File: src/verilog/host_port_defines.svh
// register offsets, field positions, reset values and stage numbers of the encoder host port
`ifndef HOST_PORT_DEFINES_SVH
`define HOST_PORT_DEFINES_SVH

// =====================================================================
// register byte offsets
`define OFF_METER        8'h00
`define OFF_DATA         8'h04
`define OFF_ADDR         8'h08
`define OFF_SCV          8'h0c
`define OFF_IRQ_STATUS   8'h10
`define OFF_IRQ_ENABLE   8'h14
`define OFF_IRQ_CLEAR    8'h18

// =====================================================================
// address register fields
`define ADDR_CODE_POS    19
`define ADDR_MBOX_POS    20

// status_config_vector_reg fields
`define SCV_RUN_POS      0
`define SCV_STAGE_LSB    1
`define SCV_PAL_POS      6
`define SCV_FULL_POS     7
`define SCV_GRANT_LSB    8
`define SCV_VECT_LSB     24

// interrupt bits
`define IRQ_FRAME        0
`define IRQ_MBOX         1
`define IRQ_FULL         2
`define IRQ_OUTDONE      3

// =====================================================================
// reset values
`define RST_ADDR         32'h0000_0000
`define RST_VECTOR       8'h00
`define RST_IRQ_EN       4'h0

// pipeline stage positions
`define STAGE_CAPTURE    0
`define STAGE_PREPROC    1
`define STAGE_MOTION     2
`define STAGE_ENCODE     3
`define STAGE_OUTPUT     4

`endif

File: src/verilog/host_port_pkg.sv
// types shared by the encoder host port
package host_port_pkg;
    typedef enum logic [1:0] {BUS_IDLE, BUS_LOCAL, BUS_DONE} busState_type;
    typedef logic [4:0] stageVec_type;
    typedef logic [3:0] irqVec_type;
endpackage
File: src/verilog/encoder_host_port.sv
// host port, frame pipeline sequencer and code buffer meter of the multiprocessor encoder
`timescale 1ns/100ps
`include "host_port_defines.svh"
// =====================================================================
// Behaviour
// five stages: capture, preprocess, motion, encode, output
// each stage one frame, all concurrent
// nine slices for 525, ten for 625
// each processor captures its slice, 480/576 lines
// capture runs in background of core work
// preprocess frame computes activity estimate
// third frame does motion search per macroblock
// fourth frame transforms, codes, stores result
// fifth frame outputs slices in processor order
// code buffer holds 1 Mbyte, host drains
// meter register always shows buffer fill
// host address register selects local location
// data register bridges host and local bus
// status/config/vector register readable by host
// host starts/stops via flag in memory
// host supplies start parameters before starting
// 2 Mbytes local memory, two 256Kx32 pages
// source delivers 708x480 samples on input bus
// meter rises on writes, falls on reads
module encoder_host_port #(
    parameter int MAX_PROC    = 10,
    parameter int NTSC_SLICES = 9,
    parameter int PAL_SLICES  = 10,
    parameter int NTSC_LINES  = 480,
    parameter int PAL_LINES   = 576,
    parameter int CODE_WORDS  = 262144,
    parameter int LB_AW       = 19
) (
    // clock and reset
    input  wire logic                      clock,
    input  wire logic                      rst,
    // apb slave
    input  wire logic                      psel,
    input  wire logic                      penable,
    input  wire logic                      pwrite,
    input  wire logic [7:0]                paddr,
    input  wire logic [31:0]               pwdata,
    input  wire logic [3:0]                pstrb,
    output logic      [31:0]               prdata,
    output logic                           pready,
    output logic                           pslverr,
    // video input bus timing pins
    input  wire logic                      frameSyncPin,
    input  wire logic                      lineSyncPin,
    // master processor run flag
    input  wire logic                      encodeRun,
    // compressed output bus
    input  wire logic                      codeValid,
    output logic                           codeReady,
    input  wire logic                      sliceDone,
    output logic      [MAX_PROC-1:0]       outGrant,
    // pipeline control
    output logic      [MAX_PROC-1:0]       captureSel,
    output host_port_pkg::stageVec_type    stageActive,
    output host_port_pkg::stageVec_type    stageStart,
    // local bus
    output logic                           lbReq,
    output logic                           lbWrite,
    output logic      [LB_AW-1:0]          lbAddr,
    output logic      [31:0]               lbWdata,
    input  wire logic                      lbAck,
    input  wire logic [31:0]               lbRdata,
    // processor to host mailbox
    input  wire logic                      procWrite,
    input  wire logic [31:0]               procData,
    // interrupt
    output logic                           irq
);
    import host_port_pkg::*;

    localparam int MW = $clog2(CODE_WORDS + 1);

    // =====================================================================
    // parameter checks
    if (PAL_SLICES > MAX_PROC || NTSC_SLICES > MAX_PROC || MAX_PROC > 15 ||
        PAL_LINES > 1023 || NTSC_LINES > 1023 || LB_AW < 1 || LB_AW > `ADDR_CODE_POS) begin : badParams
        $error("encoder_host_port: parameter out of range");
    end

    // =====================================================================
    // helpers
    function automatic logic [31:0] mergeBytes(input logic [31:0] old, input logic [31:0] wr,
                                               input logic [3:0] strb);
        logic [31:0] r;
        r = old;
        for (int i = 0; i < 4; i++) begin
            if (strb[i]) begin
                r[8*i +: 8] = wr[8*i +: 8];
            end
        end
        return r;
    endfunction

    function automatic logic [MAX_PROC-1:0] oneHot(input logic [3:0] idx, input logic en);
        logic [MAX_PROC-1:0] r;
        r = '0;
        if (en && idx < 4'(MAX_PROC)) begin
            r[idx] = 1'b1;
        end
        return r;
    endfunction

    // =====================================================================
    // state
    busState_type      busState_q, busState_d;
    logic              pready_q, pready_d, pslverr_q, pslverr_d;
    logic [31:0]       prdata_q, prdata_d;
    logic              lbReq_q, lbReq_d, lbWrite_q, lbWrite_d;
    logic [LB_AW-1:0]  lbAddr_q, lbAddr_d;
    logic [31:0]       lbWdata_q, lbWdata_d;
    logic [31:0]       addr_q, addr_d, mailbox_q, mailbox_d;
    logic [7:0]        vector_q, vector_d;
    logic              pal_q, pal_d;
    irqVec_type        irqEn_q, irqEn_d, irqStat_q, irqStat_d;
    logic              irq_q, irq_d;
    logic [MW-1:0]     meter_q, meter_d;
    logic              codeReady_q, codeReady_d;
    logic [2:0]        fSync_q, fSync_d, lSync_q, lSync_d;
    stageVec_type      occ_q, occ_d, stageStart_q, stageStart_d;
    logic [9:0]        lineCount_q, lineCount_d, acc_q, acc_d;
    logic [3:0]        sliceIdx_q, sliceIdx_d, outIdx_q, outIdx_d;
    logic [MAX_PROC-1:0] captureSel_q, captureSel_d, outGrant_q, outGrant_d;
    logic              outBusy_q, outBusy_d;
    logic              frameTick, lineTick, outDoneEvt, popNow, pushNow, doWrite;
    logic [3:0]        slices;
    logic [9:0]        lines;
    logic [10:0]       sum;
    logic [31:0]       status_config_vector_reg;

    // =====================================================================
    // frame pipeline, capture slicing and ordered output
    always_comb begin
        slices       = pal_q ? 4'(PAL_SLICES) : 4'(NTSC_SLICES);
        lines        = pal_q ? 10'(PAL_LINES) : 10'(NTSC_LINES);
        fSync_d      = {fSync_q[1:0], frameSyncPin};
        lSync_d      = {lSync_q[1:0], lineSyncPin};
        frameTick    = fSync_q[1] & ~fSync_q[2];
        lineTick     = lSync_q[1] & ~lSync_q[2];
        // every frame tick advances each frame one stage; all five run at once
        occ_d        = frameTick ? {occ_q[3:0], encodeRun} : occ_q;
        // stage start pulses kick preprocess, motion search and coding programs
        stageStart_d = frameTick ? {occ_q[3:0], encodeRun} : 5'h00;
        lineCount_d  = lineCount_q;
        acc_d        = acc_q;
        sliceIdx_d   = sliceIdx_q;
        sum          = 11'(acc_q) + 11'(slices);
        // slice boundaries by accumulator so 480/9 and 576/10 share lines evenly
        if (frameTick) begin
            lineCount_d = 10'h000;
            acc_d       = 10'h000;
            sliceIdx_d  = 4'h0;
        end else if (lineTick && lineCount_q < lines) begin
            lineCount_d = lineCount_q + 10'h001;
            if (sum >= 11'(lines)) begin
                acc_d      = 10'(sum - 11'(lines));
                sliceIdx_d = sliceIdx_q + 4'h1;
            end else begin
                acc_d      = sum[9:0];
            end
        end
        // capture selection needs no core involvement, so it runs beside other stages
        captureSel_d = oneHot(sliceIdx_d, lineCount_d < lines && occ_d[`STAGE_CAPTURE]);
        outBusy_d    = outBusy_q;
        outIdx_d     = outIdx_q;
        outDoneEvt   = 1'b0;
        // output stage grants the output bus to processors strictly in slice order
        if (frameTick && occ_q[`STAGE_ENCODE]) begin
            outBusy_d = 1'b1;
            outIdx_d  = 4'h0;
        end else if (outBusy_q && sliceDone) begin
            if (outIdx_q == slices - 4'h1) begin
                outBusy_d  = 1'b0;
                outDoneEvt = 1'b1;
            end else begin
                outIdx_d   = outIdx_q + 4'h1;
            end
        end
        outGrant_d = oneHot(outIdx_d, outBusy_d);
    end

    always_ff @(posedge clock or posedge rst) begin
        if (rst) begin
            fSync_q      <= 3'h0;
            lSync_q      <= 3'h0;
            occ_q        <= 5'h00;
            stageStart_q <= 5'h00;
            lineCount_q  <= 10'h000;
            acc_q        <= 10'h000;
            sliceIdx_q   <= 4'h0;
            captureSel_q <= '0;
            outBusy_q    <= 1'b0;
            outIdx_q     <= 4'h0;
            outGrant_q   <= '0;
        end else begin
            fSync_q      <= fSync_d;
            lSync_q      <= lSync_d;
            occ_q        <= occ_d;
            stageStart_q <= stageStart_d;
            lineCount_q  <= lineCount_d;
            acc_q        <= acc_d;
            sliceIdx_q   <= sliceIdx_d;
            captureSel_q <= captureSel_d;
            outBusy_q    <= outBusy_d;
            outIdx_q     <= outIdx_d;
            outGrant_q   <= outGrant_d;
        end
    end

    // =====================================================================
    // apb transfer sequencing and local bus bridge
    always_comb begin
        busState_d = busState_q;
        pready_d   = 1'b0;
        pslverr_d  = pslverr_q;
        prdata_d   = prdata_q;
        lbReq_d    = lbReq_q;
        lbWrite_d  = lbWrite_q;
        lbAddr_d   = lbAddr_q;
        lbWdata_d  = lbWdata_q;
        status_config_vector_reg        = 32'h0000_0000;
        status_config_vector_reg[`SCV_RUN_POS]                 = encodeRun;
        status_config_vector_reg[`SCV_STAGE_LSB +: 5]          = occ_q;
        status_config_vector_reg[`SCV_PAL_POS]                 = pal_q;
        status_config_vector_reg[`SCV_FULL_POS]                = ~codeReady_q;
        status_config_vector_reg[`SCV_GRANT_LSB +: 4]          = outIdx_q;
        status_config_vector_reg[`SCV_VECT_LSB +: 8]           = vector_q;
        unique case (busState_q)
            BUS_IDLE: begin
                if (psel && penable) begin
                    pslverr_d = 1'b0;
                    // data access outside the mailbox window goes out on the local bus
                    if (paddr == `OFF_DATA && !addr_q[`ADDR_MBOX_POS]) begin
                        busState_d = BUS_LOCAL;
                        lbReq_d    = 1'b1;
                        lbWrite_d  = pwrite;
                        lbAddr_d   = addr_q[LB_AW-1:0];
                        lbWdata_d  = pwdata;
                    end else begin
                        busState_d = BUS_DONE;
                        pready_d   = 1'b1;
                        prdata_d   = 32'h0000_0000;
                        case (paddr)
                            `OFF_METER:      prdata_d = 32'(meter_q);
                            `OFF_DATA:       prdata_d = mailbox_q;
                            `OFF_ADDR:       prdata_d = addr_q;
                            `OFF_SCV:        prdata_d = status_config_vector_reg;
                            `OFF_IRQ_STATUS: prdata_d = 32'(irqStat_q);
                            `OFF_IRQ_ENABLE: prdata_d = 32'(irqEn_q);
                            `OFF_IRQ_CLEAR:  prdata_d = 32'h0000_0000;
                            default:         pslverr_d = 1'b1;
                        endcase
                        if (pwrite) begin
                            prdata_d = prdata_q;
                        end
                    end
                end
            end
            BUS_LOCAL: begin
                if (lbAck) begin
                    lbReq_d    = 1'b0;
                    pready_d   = 1'b1;
                    busState_d = BUS_DONE;
                    if (!lbWrite_q) begin
                        prdata_d = lbRdata;
                    end
                end
            end
            BUS_DONE: begin
                busState_d = BUS_IDLE;
                pslverr_d  = 1'b0;
            end
            default: begin
                busState_d = BUS_IDLE;
            end
        endcase
    end

    always_ff @(posedge clock or posedge rst) begin
        if (rst) begin
            busState_q <= BUS_IDLE;
            pready_q   <= 1'b0;
            pslverr_q  <= 1'b0;
            prdata_q   <= 32'h0000_0000;
            lbReq_q    <= 1'b0;
            lbWrite_q  <= 1'b0;
            lbAddr_q   <= '0;
            lbWdata_q  <= 32'h0000_0000;
        end else begin
            busState_q <= busState_d;
            pready_q   <= pready_d;
            pslverr_q  <= pslverr_d;
            prdata_q   <= prdata_d;
            lbReq_q    <= lbReq_d;
            lbWrite_q  <= lbWrite_d;
            lbAddr_q   <= lbAddr_d;
            lbWdata_q  <= lbWdata_d;
        end
    end

    // =====================================================================
    // registers, code buffer meter and interrupts
    always_comb begin
        // writes land on the edge where the master samples pready, master still holds the request
        doWrite   = busState_q == BUS_DONE && pwrite && !pslverr_q;
        popNow    = busState_q == BUS_DONE && !pwrite && paddr == `OFF_DATA &&
                    addr_q[`ADDR_CODE_POS] && !addr_q[`ADDR_MBOX_POS];
        pushNow   = codeValid && codeReady_q;
        addr_d    = addr_q;
        vector_d  = vector_q;
        pal_d     = pal_q;
        irqEn_d   = irqEn_q;
        irqStat_d = irqStat_q;
        mailbox_d = procWrite ? procData : mailbox_q;
        if (doWrite && paddr == `OFF_ADDR) begin
            addr_d = mergeBytes(addr_q, pwdata, pstrb);
        end
        if (doWrite && paddr == `OFF_SCV) begin
            if (pstrb[3]) begin
                vector_d = pwdata[`SCV_VECT_LSB +: 8];
            end
            if (pstrb[0]) begin
                pal_d = pwdata[`SCV_PAL_POS];
            end
        end
        if (doWrite && paddr == `OFF_IRQ_ENABLE && pstrb[0]) begin
            irqEn_d = pwdata[3:0];
        end
        if (doWrite && paddr == `OFF_IRQ_CLEAR && pstrb[0]) begin
            irqStat_d = irqStat_q & ~pwdata[3:0];
        end
        // events are or-ed after the clear so a same-cycle event is kept
        irqStat_d[`IRQ_FRAME]   = irqStat_d[`IRQ_FRAME] | frameTick;
        irqStat_d[`IRQ_MBOX]    = irqStat_d[`IRQ_MBOX] | procWrite;
        irqStat_d[`IRQ_FULL]    = irqStat_d[`IRQ_FULL] | (codeValid & ~codeReady_q);
        irqStat_d[`IRQ_OUTDONE] = irqStat_d[`IRQ_OUTDONE] | outDoneEvt;
        irq_d     = |(irqStat_d & irqEn_d);
        // simultaneous push and pop leave the fill level unchanged
        meter_d   = meter_q;
        if (pushNow && !popNow) begin
            meter_d = meter_q + MW'(1);
        end else if (popNow && !pushNow && meter_q != '0) begin
            meter_d = meter_q - MW'(1);
        end
        // stall the output bus once the 1 Mbyte buffer is full
        codeReady_d = meter_d < MW'(CODE_WORDS);
    end

    always_ff @(posedge clock or posedge rst) begin
        if (rst) begin
            addr_q      <= `RST_ADDR;
            vector_q    <= `RST_VECTOR;
            pal_q       <= 1'b0;
            irqEn_q     <= `RST_IRQ_EN;
            irqStat_q   <= 4'h0;
            irq_q       <= 1'b0;
            mailbox_q   <= 32'h0000_0000;
            meter_q     <= '0;
            codeReady_q <= 1'b0;
        end else begin
            addr_q      <= addr_d;
            vector_q    <= vector_d;
            pal_q       <= pal_d;
            irqEn_q     <= irqEn_d;
            irqStat_q   <= irqStat_d;
            irq_q       <= irq_d;
            mailbox_q   <= mailbox_d;
            meter_q     <= meter_d;
            codeReady_q <= codeReady_d;
        end
    end

    // =====================================================================
    // outputs
    assign prdata      = prdata_q;
    assign pready      = pready_q;
    assign pslverr     = pslverr_q;
    assign codeReady   = codeReady_q;
    assign outGrant    = outGrant_q;
    assign captureSel  = captureSel_q;
    assign stageActive = occ_q;
    assign stageStart  = stageStart_q;
    assign lbReq       = lbReq_q;
    assign lbWrite     = lbWrite_q;
    assign lbAddr      = lbAddr_q;
    assign lbWdata     = lbWdata_q;
    assign irq         = irq_q;
endmodule

File: config.mk
export PLATFORM = sky130hd
export DESIGN_NAME = encoder_host_port
export DESIGN_NICKNAME = d
export VERILOG_FILES = /design/src/verilog/host_port_pkg.sv /design/src/verilog/encoder_host_port.sv
export VERILOG_INCLUDE_DIRS = /design/src /design/src/verilog
export SDC_FILE = /design/constraint.sdc
export NUM_CORES = 1
export LEC_CHECK = 0
export BUFFER_PORTS_ARGS = -buffer_cell sky130_fd_sc_hd__buf_2
export CAP_MARGIN = 20
export CORE_UTILIZATION = 40
export CTS_CLUSTER_SIZE = 12
export DETAILED_ROUTE_END_ITERATION = 6
export PLACE_DENSITY_LB_ADDON = 0.15
export SKIP_LAST_GASP = 1
export SLEW_MARGIN = 20
export SYNTH_ARGS = -nofsm -noshare
export SYNTH_HDL_FRONTEND = slang
export SYNTH_SLANG_ARGS = --single-unit
File: constraint.sdc
create_clock -name clock -period 8.2 [get_ports clock]
set_input_delay 0.41 -clock clock [delete_from_list [all_inputs] [get_ports clock]]
set_output_delay 0.41 -clock clock [all_outputs]
set_load 0.05 [all_outputs]
### Word level (Yosys, flattened, before mapping)

Cells that the tools add are included.

* $add $sub $neg: 8
* order comparisons: 10
* equality and inequality tests: 15
* multiplexer cells: 54
* bitwise operators: 13
* reductions and logical operators: 50

Operators by type and width (number)
* $pmux 32 s6: 1
* $mux 32: 5
* $mux 10: 8
* $pmux 32 s2: 1
* $mux 19: 2
* $mux 4: 8
* $logic_and 1x1->1: 26
* $eq 8x5->1 const B: 3
* $lt 10x10->1: 2
* $add 19x1->19 const B: 1
* $lt 19x19->1 const B: 1
* $reduce_bool 19->1: 1
* $sub 19x1->19 const B: 1
* $mux 1: 18
* $eq 8x4->1 const B: 2
* $reduce_and 2->1: 8
* $ne 2x2->1 const B: 6
* $add 10x4->11: 1
* $ge 11x10->1: 1
* $add 10x1->10 const B: 1
* $lt 4x5->1 const B: 2
* $sub 10x10->10: 1
* $add 4x1->4 const B: 2
* $and 4x4->4: 2
* other kinds (25): 46

* bits in registers: 256
* input port bits: 120
* output and inout bits: 119
* logic and storage cells: 182

### Depth between registers and ports, before layout

Gate-level depths: netlist (run 1).

* depth in word-level cells: 11
* mapped depth: 17

### Worst setup path before layout (run 1)

OpenSTA, ideal clock, no wires.

* path kind: reg-to-reg
* start: register pal_q
* end: register acc_q[6]
* library setup time: 0.078 ns
* arrival time: 3.848 ns
* required time: 8.122 ns
* path slack: 4.274 ns
* cell stages (with the launch flop): 17
* buffers on the path: 0
* cell sequence: dfrtp_1 inv_1 ha_1 inv_1 fa_1 and2b_1 o21ai_0 nor2_1 xor2_1 ha_1 o21ai_0 nor2_1 or3b_2 nor2_1 nor2_1 or3_1 a21oi_1

* cells in the longest elaborated chain, start to end: 6

Ends and longest elaborated chain
* from (decl): RTL line encoder_host_port.sv:118 `logic pal_q, pal_d;`
* from (signal assigned): RTL line encoder_host_port.sv:367 `pal_q <= pal_d;`
* $mux 2: RTL line encoder_host_port.sv:138 `slices = pal_q ? 4'(PAL_SLICES) : 4'(NTSC_SLICES);`
* $add 10x4->11: RTL line encoder_host_port.sv:151 `sum = 11'(acc_q) + 11'(slices);`
* $sub 10x10->10 or $ge 11x10->1 (tied branches): RTL line encoder_host_port.sv:160, encoder_host_port.sv:159
* $mux 10: RTL line encoder_host_port.sv:159 `if (sum >= 11'(lines)) begin`
* $mux 10: RTL line encoder_host_port.sv:157 `end else if (lineTick && lineCount_q < lines) begin`
* $mux 10: RTL line encoder_host_port.sv:153 `if (frameTick) begin`
* to (signal assigned): RTL line encoder_host_port.sv:193 `acc_q <= 10'h000;`
* to (signal assigned): RTL line encoder_host_port.sv:205 `acc_q <= acc_d;`
* to (decl): RTL line encoder_host_port.sv:125 `logic [9:0] lineCount_q, lineCount_d, acc_q, acc_d;`

Parallel ways exist; a longest one is shown, timed or not. The select of a mux whose other input is x is not followed.
A chain may end at the register's enable or synchronous reset.

### Final worst setup path (run 1)

* start: register pal_q
* end: register captureSel_q[2] (netlist: captureSel[2])

* cells in the longest elaborated chain, start to end: 11

Ends and longest elaborated chain
* $mux 2: RTL line encoder_host_port.sv:138
* $add 10x4->11: RTL line encoder_host_port.sv:151
* $ge 11x10->1: RTL line encoder_host_port.sv:159
* $mux 4: RTL line encoder_host_port.sv:159
* $mux 4: RTL line encoder_host_port.sv:157
* $mux 4: RTL line encoder_host_port.sv:153
* $lt 4x5->1 (implied by the code) or $ge 4x1->1 (tied branches): RTL line encoder_host_port.sv:103 `r[idx] = 1'b1;`
* $logic_and 1x1->1 (implied by the code): RTL line encoder_host_port.sv:103
* $mux 1 (implied by the code): RTL line encoder_host_port.sv:103
* $demux 1 s4: RTL line encoder_host_port.sv:103
* $mux 10 (*): RTL line encoder_host_port.sv:102 `if (en && idx < 4'(MAX_PROC)) begin`
* named net captureSel_d[2]: RTL line encoder_host_port.sv:127 `logic [MAX_PROC-1:0] captureSel_q, captureSel_d, outGrant_q, outGrant_d;`
* to (signal assigned): RTL line encoder_host_port.sv:207 `captureSel_q <= captureSel_d;`
* to (decl): RTL line encoder_host_port.sv:127

Mark *: on every way through the listed nets, which the timed path passes. The rest lies on a longest branch.

==> run summary, run 1 <==
RSZ-0062 raised after global routing - false
ratio of routed vias to standard cells - 5.35
core area - 28900 um2
Main synth FF type - dfrtp_1
slowest stage delay, CP - 660 ps
critical path peak fanout - 13
switching power total - 1.09 mW
die width - 174 um
area grow syn2layout - 21.3%
antenna-violating nets left - 0
Tmin final - 4590 ps
Worst setup SP type - flop
fmax - 218 MHz
CP Class - reg2reg
antenna violations before repair - 5
Clock power frac - 0.377
WP buf/inv - 2
Post-Synth Adder-Cell Area - 0.0218
clk_skew - 14.3 ps
DRC violations left - 0
setup TNS - 0 ps
commonest non-fill, non-tap cell in the layout - dfrtp_1
status - completed
layout cells sized above 1 - 0.343
Net Sw Frac - 0.316
Mapped Cells - 1052
Ys Warns - 0
Arr. time, crit path - 5040 ps
Overflow after GRT - 0
reg2reg start - pal_q
family with the most delay on the worst path - simple AND/OR/NAND/NOR gates
mux share of post-synthesis cell area - 0.140
Synth Register Bits - 256
r2r endpoint - captureSel[2]
GRT Util Overall - 0.217
most frequent cells in the layout - dfrtp_1 (256), buf_2 (238), mux2_2 (133)
mapped cell area - 11800 um2
largest family of logic cells by synthesized area - multiplexers
post-synthesis sequential area ratio - 0.542
CTS resizes - 0
Worst-Skew Late Latency - 550 ps
grt met3 use - 0.0494
Worst-path clk slew - 60 ps
# IOs - 239
final hold vios - 0
Initial Util - 0.410
CP Capture Type - flop
Via Count - 8980
reg-to-reg slack, setup - 3610 ps
Power Internal - 2.36 mW
WL per Instance - 19.6 um
Pleak - 7.02 nW
routed wire length - 32.9 mm
Slowest-stage cell, CP - a2111oi_1
number of global-route vias before repair - 9015
worst path required time - 8650 ps
routability cong. - 0.834
synthesized net count - 1192
Die ar. - 30200 um2
met2 Use GR - 0.346
Post-Syn Area per Cell - 11.2 um2
H-tree level count - 1
CTS tree - done
TritonCTS buffer count - 29
cts-stage hold buffer count - 2
Post-Synth Simple-Gate Area - 0.129
post-synthesis xor/xnor area fraction - 0.0296
Global Route met1 Usage - 0.298
clk sinks - 256
number of synthesized flops with an enable pin - 0
Combinational Power Share - 0.193
clk buf depth - 3
drt pass-1 iters - 5
Yosys cell types - 71
worst-case reg-to-reg path depth - 16
PD cells - 241 nW/um2
Core Rows - 62
Die Y - 174 um
cells along the critical path - inv_1, ha_1, inv_1, fa_1, and2b_1, o21ai_0, nor2_1, xor2_1, ha_1, and4b_1, nand3_1, a2111oi_1, o311ai_0, nor2_1, nand3_1, nor3_1
first-pass GRT wire length - 51.4 mm
Peak supply drop - 0.193 mV
Worst-Margin Slew - 1100 ps
hpwl dp - 23.1 mm
Final nets - 1415
Post-synth ARST share - 1.00
Max Cap Viol - 0
postcts setup bufs - 0
type of the worst min-delay path - in2async
DRT iter0 DRCs - 571
fin crit share - 0.560
Worst slew margin - 0.268
hold slack - 22.8 ps
gr busiest metal - met2
largest net degree at the start of global routing - 137
fillcell total - 2718
Flop pwr share - 0.431
PortBufs - 238
Slew Viols, Final - 0
Synth Area in Compound Gates - 0.111
Setup violations, final - 0
clock root buffer - clkbuf_16
## synth_stat cells, types with 10 or more instances
cell type | instances | share of area
clkbuf_1 | 48 | 0.015
a221oi_1 | 11 | 0.0082
a21oi_1 | 84 | 0.036
inv_1 | 18 | 0.0057
and2_1 | 10 | 0.0053
xnor2_1 | 22 | 0.016
nor3_1 | 19 | 0.0080
nand3_1 | 29 | 0.012
a22oi_1 | 15 | 0.0095
ha_1 | 19 | 0.020
nor2_1 | 119 | 0.038
o21ai_0 | 23 | 0.0097
a21o_1 | 12 | 0.0076
and3_1 | 11 | 0.0058
nand2_1 | 64 | 0.020
mux2_2 | 133 | 0.13
xor2_1 | 18 | 0.013
dfrtp_1 | 256 | 0.54
mux2i_1 | 16 | 0.014
## stage by stage
| step | cells | utilization | power, mW | area [um2] | setup WS (ps) |
|---|---|---|---|---|---|
| 6_report | 1680 | 0.497 | 3.46 | 14300 | 3610 |
| 5_1_grt | 1679 | 0.497 | 3.61 | 14300 | 3150 |
| 4_1_cts | 1678 | 0.496 | 3.50 | 14300 | 3620 |
| 3_5_place_dp | 1626 | 0.463 | 2.17 | 13400 | 3650 |
| 3_3_place_gp | 1626 | 0.463 | 2.17 | 13400 | 3750 |
| 2_1_floorplan | 1052 | - | 1.98 | 11800 | 748 |
## kinds of logic (layout without fill, tap and decap cells)
logic type / Yosys count / count (layout)
AOI/OAI and AO/OA: 199 / 199
xor gates and xnor gates: 40 / 40
adders and majority gates: 20 / 20
buffers and inverters: 76 / 318
DFF: 256 / 256
muxes: 149 / 149
other: 0 / 2
and+or+nand+nor: 312 / 312
## area by class of cell
cell class | instances | area (um2) | share of cell area
diodes | 2 | 5.00 | 0.000349
clock buffers | 37 | 796 | 0.0555
clock inverters | 13 | 148 | 0.0103
inverters | 19 | 78.8 | 0.00550
multi-input cells | 720 | 5130 | 0.358
flip-flops and latches | 256 | 6410 | 0.447
well taps | 384 | 480 | 0.0335
repair buffers | 249 | 1290 | 0.0901
## power by group through the flow
stage / sequential [mW] / clock [mW] / combinational, mW
2_1_floorplan: 1.64 / 0 / 0.345
3_3_place_gp: 1.51 / 0 / 0.661
3_5_place_dp: 1.51 / 0 / 0.667
4_1_cts: 1.49 / 1.34 / 0.670
5_1_grt: 1.51 / 1.38 / 0.724
6_report: 1.49 / 1.30 / 0.665
## per-layer routing
layer | part of all wire | vias to the layer above
met4 | 0.020 | 6
met5 | 0.0012 | -
li1 | - | 4230
met3 | 0.055 | 46
met2 | 0.46 | 204
met1 | 0.46 | 4494
## state kept, by name (all words and copies together), names as in the netlist, 10 cells and up
name,count
acc_q,10
addr_q,32
captureSel,10
lbAddr,19
lbWdata,32
lineCount_q,10
mailbox_q,32
meter_q,19
outGrant,10
prdata,32
## worst max path at each step
stage / start / to / slack [ps] / cells past startpoint
4_1_cts: pal_q / acc_q[9] / 3620 / 15
3_3_place_gp: pal_q / acc_q[6] / 3750 / 15
5_1_grt: pal_q / captureSel[2] / 3150 / 16
3_5_place_dp: pal_q / captureSel[2] / 3650 / 16
2_1_floorplan: rst / acc_q[0] / 750 / 1
6_report: pal_q / captureSel[2] / 3610 / 16
Power figures use the tool's default switching activity.
==> run 2, diff against run 1 <==
clock period = 4.48 ns   (was 8.2 ns; I/O delays follow)
==> run summary, run 2 (synthesized netlist as in run 1, its figures left out) <==
clk sinks - 256 (unchanged)
hold slack - 74.1 ps (+51.3 ps)
GRT Util Overall - 0.225 (+0.00798)
fin crit share - 0.916 (+0.356)
Overflow after GRT - 0 (unchanged)
commonest non-fill, non-tap cell in the layout - dfrtp_1
reg-to-reg slack, setup - 380 ps (-3230 ps)
core area - 28900 um2 (unchanged)
Max Cap Viol - 0 (unchanged)
post-place setup slack - 275 ps (-3380 ps)
first-pass GRT wire length - 53.8 mm (+4.5%)
Worst-Margin Slew - 1030 ps (-71.0 ps)
postcts setup bufs - 0 (unchanged)
CP Class - reg2reg
PD cells - 418 nW/um2 (+74%)
Arr. time, crit path - 4570 ps (-470 ps)
reg2reg start - pal_q
DRT iter0 DRCs - 559 (-2.1%)
hpwl dp - 23.6 mm (+2.0%)
failing checks - DRC
slowest stage delay, CP - 510 ps (-150 ps)
Pleak - 7.51 nW (+6.9%)
WP buf/inv - 1 (-1)
r2r endpoint - acc_q[6]
fmax - 244 MHz (+12%)
WL per Instance - 19.0 um (-2.9%)
clk buf depth - 3 (unchanged)
Hold Startpoint - lbRdata[3]
layout cells sized above 1 - 0.323 (-0.0197)
DRC violations left - 2 (+2)
ratio of routed vias to standard cells - 5.25 (-1.7%)
PortBufs - 238 (unchanged)
CP Capture Type - flop
setup TNS - 0 ps (unchanged)
Worst slew margin - 0.316 (+0.0481)
cells along the critical path - buf_4, ha_1, a21o_1, and2_1, o21a_1, and3_1, xor2_1, ha_1, a211oi_1, nor2_1, or3b_2, nor2_2, nor2_1, or3_1, a21oi_1
WHS Path Cells - 4
endpoint of the worst hold-timing path - prdata[3]
Initial Util - 0.410 (unchanged)
critical path peak fanout - 9 (-4)
Via Count - 9430 (+5.0%)
Final nets - 1524 (+7.7%)
Worst-path clk slew - 60 ps (about the same)
Tmin final - 4100 ps (-490 ps)
highest metal used - met5
Non-Filler Instances - 1795 (+6.8%)
CTS tree - done
metal2 WL - 15.9 mm (+4.5%)
die width - 174 um (unchanged)
Slowest-stage cell, CP - or3b_2
RSZ-0062 raised after global routing - false
worst path required time - 4950 ps (-3700 ps)
Die ar. - 30200 um2 (unchanged)
number of global-route vias before repair - 9597 (+6.5%)
area grow syn2layout - 31.1%
TritonCTS buffer count - 29 (unchanged)
placed cell count - 1634 (+0.49%)
final hold vios - 0 (unchanged)
Met3 Wirelength - 2.04 mm (+13%)
status - finished with violations
Slew Viols, Final - 0 (unchanged)
routed wire length - 34.1 mm (+3.8%)
worst-case reg-to-reg path depth - 15 (-1)
family with the most delay on the worst path - simple AND/OR/NAND/NOR gates
Worst setup SP type - flop
drt pass-1 iters - 7 (+2)
routability cong. - 0.869 (+4.2%)
antenna violations before repair - 7 (+2)
type of the worst min-delay path - in2reg
Setup violations, final - 0 (unchanged)
Worst-Skew Late Latency - 550 ps (about the same)
Peak supply drop - 0.345 mV (+79%)
# IOs - 239 (unchanged)
most frequent cells in the layout - dfrtp_1 (256), buf_2 (238), mux2_2 (133)
Die Y - 174 um (unchanged)
antenna-violating nets left - 0 (unchanged)
Core Rows - 62 (unchanged)
clk_skew - 21.4 ps (+7.11 ps)
M1 WL - 15.2 mm (+0.56%)
largest net degree at the start of global routing - 127 (-7.3%)
H-tree level count - 1 (unchanged)
setup ws final - 375 ps (-3230 ps)
clock root buffer - clkbuf_16
fillcell total - 2614 (-3.8%)
==> run 2: changes by cell type in the layout (fill, tap and decap cells not counted), moves of 2 or more <==
cell / previous run / this run
buf_4: 8 / 15
clkbuf_1: 4 / 7
dlygate4sd3_1: 2 / 102
clkinv_2: 8 / 3
diode_2: 2 / 4
clkbuf_8: 4 / 9
clkinvlp_4: 0 / 3
==> run 2: worst reg2reg max path, cell delays in order (launching register included) <==
cell and delay [ps]:
dfrtp_1 440, buf_4 210, ha_1 310, a21o_1 190, and2_1 160, o21a_1 240, and3_1 210, xor2_1 210
ha_1 330, a211oi_1 250, nor2_1 120, or3b_2 510, nor2_2 310, nor2_1 60, or3_1 340, a21oi_1 140
==> run 2: how the worst max path moves through the flow <==
stage | to | slack (ps) | startpoint | depth (start not counted)
after floorplan | acc_q[6] | 550 | pal_q | 16
after global placement | acc_q[6] | 320 | pal_q | 15
after detailed placement | acc_q[6] | 280 | pal_q | 15
after CTS | acc_q[6] | 250 | pal_q | 15
after global routing | captureSel[8] | 20 | pal_q | 16
final | acc_q[6] | 380 | pal_q | 15
==> run 2: layout make-up <==
class	instances	area, um2	area share
Sequential cell	256	6410	0.413
Multi-Input combinational cell	720	5130	0.331
Timing Repair Buffer	358	2390	0.154
Clock buffer	45	876	0.0565
Tap cell	384	480	0.0310
Clock inverter	9	129	0.00831
Inverter	19	75.1	0.00484
Antenna cell	4	10.0	0.000646
==> run 2: metrics by stage <==
step | utilization | cell area, um2 | power, mW
global placement | 0.465 | 13400 | 3.97
CTS | 0.536 | 15500 | 6.55
detailed placement | 0.466 | 13500 | 3.99
floorplan | - | 11800 | 3.63
global route | 0.537 | 15500 | 6.79
finish | 0.537 | 15500 | 6.49
==> run 2: layer usage <==
layer	up-vias	global-route usage
li1	4444	-
met1	4688	0.307
met2	234	0.355
met3	62	0.0503
met4	2	0.0738
met5	-	0
==> run 2: report_power, final <==
part | total [mW] | switching (mW) | leakage [nW] | internal [mW]
Sequential | 2.72 | 0.198 | 3.35 | 2.52
Clock | 2.46 | 0.953 | 0.489 | 1.51
Combinational | 1.30 | 0.852 | 3.67 | 0.449
Total | 6.49 | 2.00 | 7.51 | 4.48
==> run 2: timing repair <==
item | 4_1_cts | 5_1_grt
hold buffers | 101 | 1
gates resized for setup | 0 | 3
setup endpoints to repair | 0 | 6
endpoints found under the hold margin | 152 | 1
